===== src/core/op_cap_pkg.sv =====
// Package for the logical operation capability register bank.
package op_cap_pkg;

  // Register offsets within the configuration space (byte addresses).
  localparam logic [23:0] OFF_ISSUE_CAP = 24'h000018;
  localparam logic [23:0] OFF_ACCEPT_CAP = 24'h00001C;
  localparam logic [23:0] OFF_LL_CTRL = 24'h00004C;
  localparam logic [23:0] OFF_BASE_UPPER = 24'h000058;
  localparam logic [23:0] OFF_BASE_LOWER = 24'h00005C;

  // Capability bit positions, numbered from the LSB (bit 0 = LSB).
  // The documented numbering counts from the MSB, so doc bit n is 31-n.
  localparam int BIT_READ = 31 - 16;
  localparam int BIT_WRITE = 31 - 17;
  localparam int BIT_STREAM_WR = 31 - 18;
  localparam int BIT_WR_RESP = 31 - 19;
  localparam int BIT_ATOMIC_HI = 31 - 22;
  localparam int BIT_ATOMIC_LO = 31 - 28;
  localparam int BIT_PORT_WRITE = 31 - 29;

  // Bits that may be nonzero in a capability register: doc bits 14-19,
  // 22-31. Doc bits 0-13 and 20-21 are reserved and read as zero.
  localparam logic [31:0] CAP_VALID_MASK = 32'h0003F3FF;
  // Implementation-defined flags: doc bits 14-15 and 30-31.
  localparam logic [31:0] CAP_IMPL_MASK = 32'h00030003;
  // Only the port-write flag is meaningful in a switch-only element.
  localparam logic [31:0] CAP_SWITCH_MASK = 32'h00000004;

  // Address-width control: doc bits 29-31 are LSB bits 2:0.
  localparam logic [2:0] AW_66 = 3'h4;
  localparam logic [2:0] AW_50 = 3'h2;
  localparam logic [2:0] AW_34 = 3'h1;
  localparam logic [2:0] AW_RESET = AW_34;

  // Writable bits of the base registers (doc bit 0 is the LSB-side bit 31).
  localparam logic [31:0] BASE_UPPER_MASK = 32'h7FFFFFFF;
  localparam logic [31:0] BASE_LOWER_MASK = 32'hFFFFFFFF;
  localparam logic [31:0] BASE_RESET = 32'h00000000;

  // Size of the mapped configuration window in double-words (offset bits).
  localparam int CFG_SPACE_DW_BITS = 21;

  typedef enum logic [1:0] {
    ACC_IDLE = 2'b00,
    ACC_READ = 2'b01,
    ACC_WRITE = 2'b10
  } acc_kind_t;

  // One register request: maintenance or mapped local access.
  typedef struct packed {
    acc_kind_t kind;
    logic [23:0] offset;
    logic [31:0] wdata;
  } cfg_req_t;

  // Local bus request in physical address space (up to 66 bits).
  typedef struct packed {
    acc_kind_t kind;
    logic [65:0] addr;
    logic [31:0] wdata;
  } local_req_t;

  typedef struct packed {
    logic valid;
    logic error;
    logic [31:0] rdata;
  } cfg_rsp_t;

endpackage


===== src/core/op_cap_regs.sv =====
// Capability, logical control and config base registers of an element.
`timescale 1ns/1ns
module op_cap_regs #(
  parameter logic [31:0] ISSUE_CAPS = 32'h0003F3C4,
  parameter logic [31:0] ACCEPT_CAPS = 32'h0003F3C4,
  parameter logic [31:0] IMPL_BITS = 32'h00000000,
  parameter bit SWITCH_ONLY = 1'b0,
  parameter bit HAS_END_POINT = 1'b1
) (
  // Clock and reset
  input wire logic i_ref_clk,
  input wire logic i_rst_n,
  // Incoming maintenance requests
  input wire op_cap_pkg::cfg_req_t i_maint_req,
  output op_cap_pkg::cfg_rsp_t o_maint_rsp,
  // Ordinary local reads and writes
  input wire op_cap_pkg::local_req_t i_local_req,
  output op_cap_pkg::cfg_rsp_t o_local_rsp,
  // Current address width selection and base-valid flag for the packet logic
  output logic [2:0] o_addr_width,
  output logic o_base_valid
);
  import op_cap_pkg::*;

  logic [2:0] aw_q;
  logic [31:0] base_up_q;
  logic [31:0] base_lo_q;
  cfg_rsp_t maint_rsp_q;
  cfg_rsp_t local_rsp_q;
  logic base_valid_q;
  logic [63:0] base_dw;
  logic [63:0] local_dw;
  logic local_hit;
  cfg_req_t local_cfg;
  logic [31:0] issue_val;
  logic [31:0] accept_val;
  logic [32:0] maint_rd;
  logic [32:0] local_rd;

  // Builds a capability word field by field. Implementation bits may
  // come from either parameter, but never leak into reserved positions.
  function automatic logic [31:0] cap_fields(input logic [31:0] caps,
                                             input logic [31:0] impl);
    logic [31:0] f;
    f = (caps | impl) & CAP_IMPL_MASK;
    f[BIT_READ] = caps[BIT_READ];
    f[BIT_WRITE] = caps[BIT_WRITE];
    f[BIT_STREAM_WR] = caps[BIT_STREAM_WR];
    f[BIT_WR_RESP] = caps[BIT_WR_RESP];
    f[BIT_ATOMIC_HI:BIT_ATOMIC_LO] =
      caps[BIT_ATOMIC_HI:BIT_ATOMIC_LO];
    f[BIT_PORT_WRITE] = caps[BIT_PORT_WRITE];
    cap_fields = f & CAP_VALID_MASK;
  endfunction

  // Element reports its origination set; the maintenance origination
  // needed to reach other elements is implied and has no flag.
  // A switch-only element keeps just the port-write flag.
  assign issue_val = SWITCH_ONLY ?
    (ISSUE_CAPS & CAP_SWITCH_MASK) :
    cap_fields(ISSUE_CAPS, IMPL_BITS);
  // Accept flags are defined only where an end point exists.
  assign accept_val = HAS_END_POINT ?
    cap_fields(ACCEPT_CAPS, IMPL_BITS) :
    32'h00000000;

  // Field masks for each width: unused bits stay zero so they read zero.
  function automatic logic [31:0] upper_mask(input logic [2:0] aw);
    unique case (aw)
      AW_66: upper_mask = BASE_UPPER_MASK;
      AW_50: upper_mask = 32'h00007FFF;
      default: upper_mask = 32'h00000000;
    endcase
  endfunction

  function automatic logic [31:0] lower_mask(input logic [2:0] aw);
    unique case (aw)
      AW_66, AW_50: lower_mask = BASE_LOWER_MASK;
      default: lower_mask = 32'h7FFFFFFF;
    endcase
  endfunction

  // Register read decode shared by both access paths.
  function automatic logic [32:0] rd_reg(input logic [23:0] off,
                                         input logic [2:0] aw,
                                         input logic [31:0] up,
                                         input logic [31:0] lo,
                                         input logic [31:0] iss,
                                         input logic [31:0] acc);
    unique case (off)
      OFF_ISSUE_CAP: rd_reg = {1'b0, iss};
      OFF_ACCEPT_CAP: rd_reg = {1'b0, acc};
      OFF_LL_CTRL: rd_reg = {1'b0, 29'h0, aw};
      OFF_BASE_UPPER: rd_reg = {1'b0, up & upper_mask(aw)};
      OFF_BASE_LOWER: rd_reg = {1'b0, lo & lower_mask(aw)};
      default: rd_reg = {1'b1, 32'h00000000};
    endcase
  endfunction

  function automatic logic legal_aw(input logic [2:0] code);
    legal_aw = (code == AW_66) || (code == AW_50) || (code == AW_34);
  endfunction

  function automatic logic [30:0] up_part(input logic [2:0] aw,
                                          input logic [31:0] up);
    logic [31:0] m;
    m = upper_mask(aw);
    up_part = up[30:0] & m[30:0];
  endfunction

  // The base is a double-word offset concatenated from both registers.
  assign base_dw = {1'b0, up_part(aw_q, base_up_q), base_lo_q};

  // Read decode for each path, held in a net so its flag can be selected.
  assign maint_rd = rd_reg(i_maint_req.offset, aw_q, base_up_q, base_lo_q,
                           issue_val, accept_val);
  assign local_rd = rd_reg(local_cfg.offset, aw_q, base_up_q, base_lo_q,
                           issue_val, accept_val);

  // Physical double-word index of the local access, limited by width.
  always_comb begin
    local_dw = 64'h0;
    unique case (aw_q)
      AW_66: local_dw = {1'b0, i_local_req.addr[65:3]};
      AW_50: local_dw = {17'h0, i_local_req.addr[49:3]};
      default: local_dw = {33'h0, i_local_req.addr[33:3]};
    endcase
  end

  // Mapped window: accesses inside it are register accesses.
  assign local_hit = base_valid_q && (i_local_req.kind != ACC_IDLE) &&
    ((local_dw >> CFG_SPACE_DW_BITS) ==
     ((base_dw & (base_mask_for(aw_q))) >> CFG_SPACE_DW_BITS));

  function automatic logic [63:0] base_mask_for(input logic [2:0] aw);
    unique case (aw)
      AW_66: base_mask_for = 64'h7FFFFFFFFFFFFFFF;
      AW_50: base_mask_for = 64'h00007FFFFFFFFFFF;
      default: base_mask_for = 64'h000000007FFFFFFF;
    endcase
  endfunction

  always_comb begin
    local_cfg.kind = local_hit ? i_local_req.kind : ACC_IDLE;
    local_cfg.offset = {i_local_req.addr[20:2], 2'b00} & 24'hFFFFFC;
    local_cfg.wdata = i_local_req.wdata;
  end

  // Control register: illegal width codes are ignored, keeping the mode.
  always_ff @(posedge i_ref_clk) begin
    if (!i_rst_n) begin
      aw_q <= AW_RESET;
    end else if (i_maint_req.kind == ACC_WRITE &&
                 i_maint_req.offset == OFF_LL_CTRL &&
                 legal_aw(i_maint_req.wdata[2:0])) begin
      aw_q <= i_maint_req.wdata[2:0];
    end else if (local_cfg.kind == ACC_WRITE &&
                 local_cfg.offset == OFF_LL_CTRL &&
                 legal_aw(local_cfg.wdata[2:0])) begin
      aw_q <= local_cfg.wdata[2:0];
    end
  end

  // Base registers. Maintenance wins over a simultaneous local write.
  always_ff @(posedge i_ref_clk) begin
    if (!i_rst_n) begin
      base_up_q <= BASE_RESET;
      base_lo_q <= BASE_RESET;
    end else if (i_maint_req.kind == ACC_WRITE) begin
      if (i_maint_req.offset == OFF_BASE_UPPER)
        base_up_q <= i_maint_req.wdata & BASE_UPPER_MASK;
      if (i_maint_req.offset == OFF_BASE_LOWER)
        base_lo_q <= i_maint_req.wdata;
    end else if (local_cfg.kind == ACC_WRITE) begin
      if (local_cfg.offset == OFF_BASE_UPPER)
        base_up_q <= local_cfg.wdata & BASE_UPPER_MASK;
      if (local_cfg.offset == OFF_BASE_LOWER)
        base_lo_q <= local_cfg.wdata;
    end
  end

  // Mapping becomes live once software has written either base word.
  always_ff @(posedge i_ref_clk) begin
    if (!i_rst_n) begin
      base_valid_q <= 1'b0;
    end else if (i_maint_req.kind == ACC_WRITE &&
                 (i_maint_req.offset == OFF_BASE_UPPER ||
                  i_maint_req.offset == OFF_BASE_LOWER)) begin
      base_valid_q <= 1'b1;
    end
  end

  // Maintenance answers, one cycle after the request. Writes to the
  // capability offsets are acknowledged but change nothing.
  always_ff @(posedge i_ref_clk) begin
    if (!i_rst_n) begin
      maint_rsp_q <= '0;
    end else begin
      maint_rsp_q.valid <= (i_maint_req.kind != ACC_IDLE);
      maint_rsp_q.error <= (i_maint_req.kind != ACC_IDLE) && maint_rd[32];
      maint_rsp_q.rdata <= (i_maint_req.kind == ACC_READ) ?
        maint_rd[31:0] : 32'h00000000;
    end
  end

  // Local answers use the same decode, so organisation is identical.
  always_ff @(posedge i_ref_clk) begin
    if (!i_rst_n) begin
      local_rsp_q <= '0;
    end else begin
      local_rsp_q.valid <= (local_cfg.kind != ACC_IDLE);
      local_rsp_q.error <= (local_cfg.kind != ACC_IDLE) && local_rd[32];
      local_rsp_q.rdata <= (local_cfg.kind == ACC_READ) ?
        local_rd[31:0] : 32'h00000000;
    end
  end

  // Switch forwarding does not consult these flags; nothing here gates it.
  assign o_maint_rsp = maint_rsp_q;
  assign o_local_rsp = local_rsp_q;
  assign o_addr_width = aw_q;
  assign o_base_valid = base_valid_q;

endmodule


===== config.mk =====
export PLATFORM = sky130hd
export DESIGN_NAME = op_cap_regs
export DESIGN_NICKNAME = d
export VERILOG_FILES = /design/src/core/op_cap_pkg.sv /design/src/core/op_cap_regs.sv
export SDC_FILE = /design/constraint.sdc
export NUM_CORES = 1
export LEC_CHECK = 0
export ABC_AREA = 1
export BUFFER_PORTS_ARGS = -buffer_cell sky130_fd_sc_hd__buf_2
export CAP_MARGIN = 10
export CORE_AREA = 2 2 107 161
export CTS_CLUSTER_SIZE = 25
export DETAILED_ROUTE_END_ITERATION = 8
export DIE_AREA = 0 0 109 163
export GPL_ROUTABILITY_DRIVEN = 0
export PLACE_DENSITY = 0.76
export SLEW_MARGIN = 20
export SYNTH_ARGS = -nofsm -noshare
export SYNTH_HDL_FRONTEND = slang
export SYNTH_SLANG_ARGS = --single-unit

===== constraint.sdc =====
create_clock -name i_ref_clk -period 1.8 [get_ports i_ref_clk]
set_input_delay 0.36 -clock i_ref_clk [delete_from_list [all_inputs] [get_ports i_ref_clk]]
set_output_delay 0.36 -clock i_ref_clk [all_outputs]
set_load 0.1 [all_outputs]

==> flow_metrics.py <==
metrics = {
    "status": {
        "run_status": "complete, but fails checks",
        "violations_in_the_final_reports": "negative setup slack",
    },
    "placed_design": {
        "dp_hpwl_mm": 17.4,
        "io_buffers": 226,
        "post-place-ws_ps": -252,
    },
    "routing": {
        "route.detailed.drc": 0,
        "detail_route.wl_per_cell_um": 15.7,
        "vias_per_cell": 5.25,
        "dr.first_iter.drc_count": 575,
        "vias": 8501,
        "drtAntennaViolNets": 0,
        "routed_wl_mm": 25.4,
        "drtPass1Iterations": 6,
    },
    "grt": {
        "groute.layer.met1.usage": 0.294,
        "global_route.usage.met3": 0.0504,
        "grt_max_degree": 67,
        "grt_first_pass_wirelength_mm": 37.4,
        "track_usage": 0.271,
        "number_of_global_route_vias_before_repair": 7911,
        "grt_overflow": 0,
        "initial_antenna_violation_count": 0,
        "grt_most_used_layer": "met2",
        "grt_use_met2": 0.491,
    },
    "worst_setup_path": {
        "critical_path_arrival_ps": 2260,
        "critical-path-top-cell-by-count": "nand2_1",
        "rr_startpoint": "base_up_q[23]$_SDFFE_PN0P_",
        "crit_path_max_fanout": 7,
        "setup.worst_path.end_class": "register",
        "worstSetupStartpointType": "register",
        "timing.reg2reg.worst_path_depth": 15,
        "critical_path.cell_chain": "inv_1 -> nand2_1 -> nand2_1 -> nor2_1 -> nand2_1 -> nor2_1 -> nand2_1 -> nand2_2 -> nand4_1 -> nand2_4 -> buf_12 -> clkbuf_16 -> nand3_2 -> nand2_1 -> nor2_1",
        "critPathRequiredTime_ps": 2110,
        "r2r-end": "base_up_q[13]$_SDFFE_PN0P_",
        "critPathKind": "register to register",
        "r2r_setup_slack_ps": -150,
        "crit_slowest_cell": "dfxtp_1",
        "cp_slowest_stage_delay_ps": 360,
    },
    "synth": {
        "synth.cell_area_mm2": 0.00714,
        "synthSimpleGateAreaFrac": 0.337,
        "synth.area.top_cells": "dfxtp_1 (38%), nand2_1 (14%), nor2_1 (10%)",
        "synth_enable_flop_cells": 0,
        "syn-num-nets": 1258,
        "syn-mean-instance-area_um2": 6.50,
        "synth-async-reset-ratio": 0,
        "synth_compound_gate_area_share": 0.125,
        "arithmetic_cell_share_of_the_synthesized_area_counting_full_adders_half_adders_and_majority_gates": 0,
        "syn_inst": 1098,
        "ys_dominant_reg_cell": "dfxtp_1",
        "number_of_synthesized_register_bits": 135,
        "synth.mux.area_fraction": 0.0407,
        "ys_warn_count": 0,
        "synth.distinct_cells": 37,
        "post_synthesis_share_of_cell_area_spent_on_xor_and_xnor_gates": 0.0123,
        "synth_top_family_by_area": "simple AND/OR/NAND/NOR gates",
        "synth_most_common_cell": "nand2_1",
        "synth.yosys.seq_area_share": 0.379,
        "synth.top_cells.by_count": "nand2_1 (268), nor2_1 (191), dfxtp_1 (135), inv_1 (111), a21oi_1 (105)",
        "netlist.top_cell.by_area": "dfxtp_1",
        "netlist.area_leader.share": 0.379,
    },
    "power": {
        "p_comb_frac": 0.114,
        "netSwitchingPower_mw": 1.84,
        "internal_power_mw": 5.53,
        "pwr-share-seq": 0.410,
        "max-vdd-ir-drop_v": 0.000594,
        "clockPowerShare": 0.475,
        "leakage_nw": 4.88,
        "switching_share_of_total_power": 0.249,
        "pwr_density_cell_mw_per_mm2": 710,
    },
    "cts": {
        "tritoncts.num_buffers": 17,
        "tritoncts": "built",
        "maximum_number_of_buffers_from_clock_root_to_sink": 2,
        "cts-hold-fix-buffers": 0,
        "clk-insertion-delay-late_ps": 420,
        "clk_transition_reported_paths_ps": 60,
        "cts.sinks": 135,
        "clockRootBuffer": "clkbuf_16",
        "number_of_h_tree_levels": 4,
    },
    "sta": {
        "worst_slew_pin_slew_ps": 726,
        "min_period_over_period": 1.08,
        "unrepaired_setup_endpoints_after_global_routing": "true",
        "slew_headroom": 0.516,
        "min_period_ps": 1950,
        "report.final.slew_viol_count": 0,
        "final_hold_viol_count": 0,
        "final-setup-viol-count": 94,
        "fin_setup_tns_ps": -9000,
        "final.setup.worst_slack_ps": -152,
        "clock_skew_after_layout_ps": 11.5,
        "whs_ps": 263,
        "fmax_ghz": 0.512,
    },
    "hold_path": {
        "min_delay_worst_endpoint": "o_maint_rsp[33]$_SDFF_PN0_",
        "min-delay-start": "i_maint_req[56]",
        "worst_hold_path.num_cells": 3,
        "hold_path_class": "primary input to register",
    },
    "cells_and_area": {
        "final_net_count": 1560,
        "postLayoutCoreUtil": 0.630,
        "drive_above_1_share": 0.334,
        "area.growth.synth_to_final_pct": 45.4,
        "filler_cell_count": 1450,
        "antenna-diode-count": 0,
    },
    "floorplanning": {
        "starting_density": 0.433,
        "floorplan.die.height_um": 163,
        "design.die.area_mm2": 0.0178,
        "placement_rows": 58,
        "chipWidth_um": 109,
        "top_level_ports": 232,
        "core_area_mm2": 0.0165,
    },
    "run": {
        "cap_violations": 0,
    },
}
critical path, delay by kind of cell, from the launching register on:
family	cells	cell delay [ps]
buffers and inverters	3	400
and+or+nand+nor	12	1080
DFF	1	360
final cells by class:
class,count,area (um^2),share of cell area
sequential,135,2750,0.265
clock buffer,19,464,0.0447
multi-input combinational,783,3910,0.377
inverter,123,462,0.0445
timing repair buffer,340,2410,0.232
tap,210,263,0.0253
clock inverter,10,121,0.0117
flip-flops by register name, summed over array words and instances, names as in the netlist:
register and count:
o_local_rsp 34, o_maint_rsp 34, base_lo_q 32, base_up_q 31, o_addr_width 3, o_base_valid 1
metrics by stage:
stage,power (mW),std cells,area (um^2)
after floorplan,3.47,1098,7160
after global placement,3.78,1573,9160
after detailed placement,3.80,1573,9160
after CTS,7.32,1612,10000
after global routing,7.59,1620,10400
final,7.36,1620,10400
per-layer routing:
metal	routed length (um)	up-vias
li1	-	4107
met1	9120	3835
met2	13100	452
met3	1860	107
met4	1340	0
met5	0	-
cells in the final DEF, fill, tap and decap left out, types with 4 or more instances in the layout:
cell | synthesis | final
xor2_1 | 6 | 6
a21oi_1 | 105 | 102
dfxtp_4 | 0 | 6
clkinv_4 | 0 | 4
nand2_2 | 1 | 13
mux2i_1 | 29 | 29
nand3_1 | 76 | 58
nor2_2 | 1 | 13
dfxtp_1 | 135 | 110
dfxtp_2 | 0 | 19
nor2_4 | 1 | 4
buf_16 | 0 | 5
inv_1 | 111 | 105
xnor2_1 | 4 | 4
o21ai_0 | 34 | 34
a22oi_1 | 18 | 18
buf_4 | 6 | 82
nand2_1 | 268 | 254
nand3_2 | 1 | 17
buf_6 | 3 | 6
buf_12 | 0 | 14
nor2_1 | 191 | 176
buf_2 | 28 | 226
nor3_1 | 7 | 6
nand4_1 | 18 | 18
inv_2 | 10 | 16
clkbuf_16 | 0 | 25
logic make-up after synthesis:
logic type,count (synthesis)
flip-flops,135
buffers and inverters,180
XOR/XNOR,10
AO/OA/AOI/OAI,166
AND/OR/NAND/NOR,578
multiplexers,29
what timing repair did:
action                                 CTS  global route
gates resized for setup                 34            65
cloned                                   4             7
pin swaps                                9            29
endpoints found under the hold margin    0             0
buffers inserted                         6             4
setup endpoints to repair               97            98
power groups by stage:
stage                     sequential (mW)  combinational, mW  clock [mW]
after floorplan                      3.11              0.359           0
after global placement               3.09              0.694           0
after detailed placement             3.09              0.708           0
after CTS                            3.02              0.774        3.52
after global routing                 3.02              0.918        3.65
final                                3.02              0.841        3.50
worst max-delay path by stage:
stage | start | to
CTS | base_up_q[4]$_SDFFE_PN0P_ | base_lo_q[16]$_SDFFE_PN0P_
finish | base_up_q[23]$_SDFFE_PN0P_ | base_up_q[13]$_SDFFE_PN0P_
global placement | i_local_req[76] | o_local_rsp[1]$_SDFF_PN0_
floorplan | o_addr_width[2]$_SDFFE_PN0P_ | base_up_q[0]$_SDFFE_PN0P_
detailed placement | i_maint_req[51] | base_lo_q[25]$_SDFFE_PN0P_
global route | base_up_q[19]$_SDFFE_PN0P_ | base_lo_q[13]$_SDFFE_PN0P_
Power figures use the tool's default switching activity.
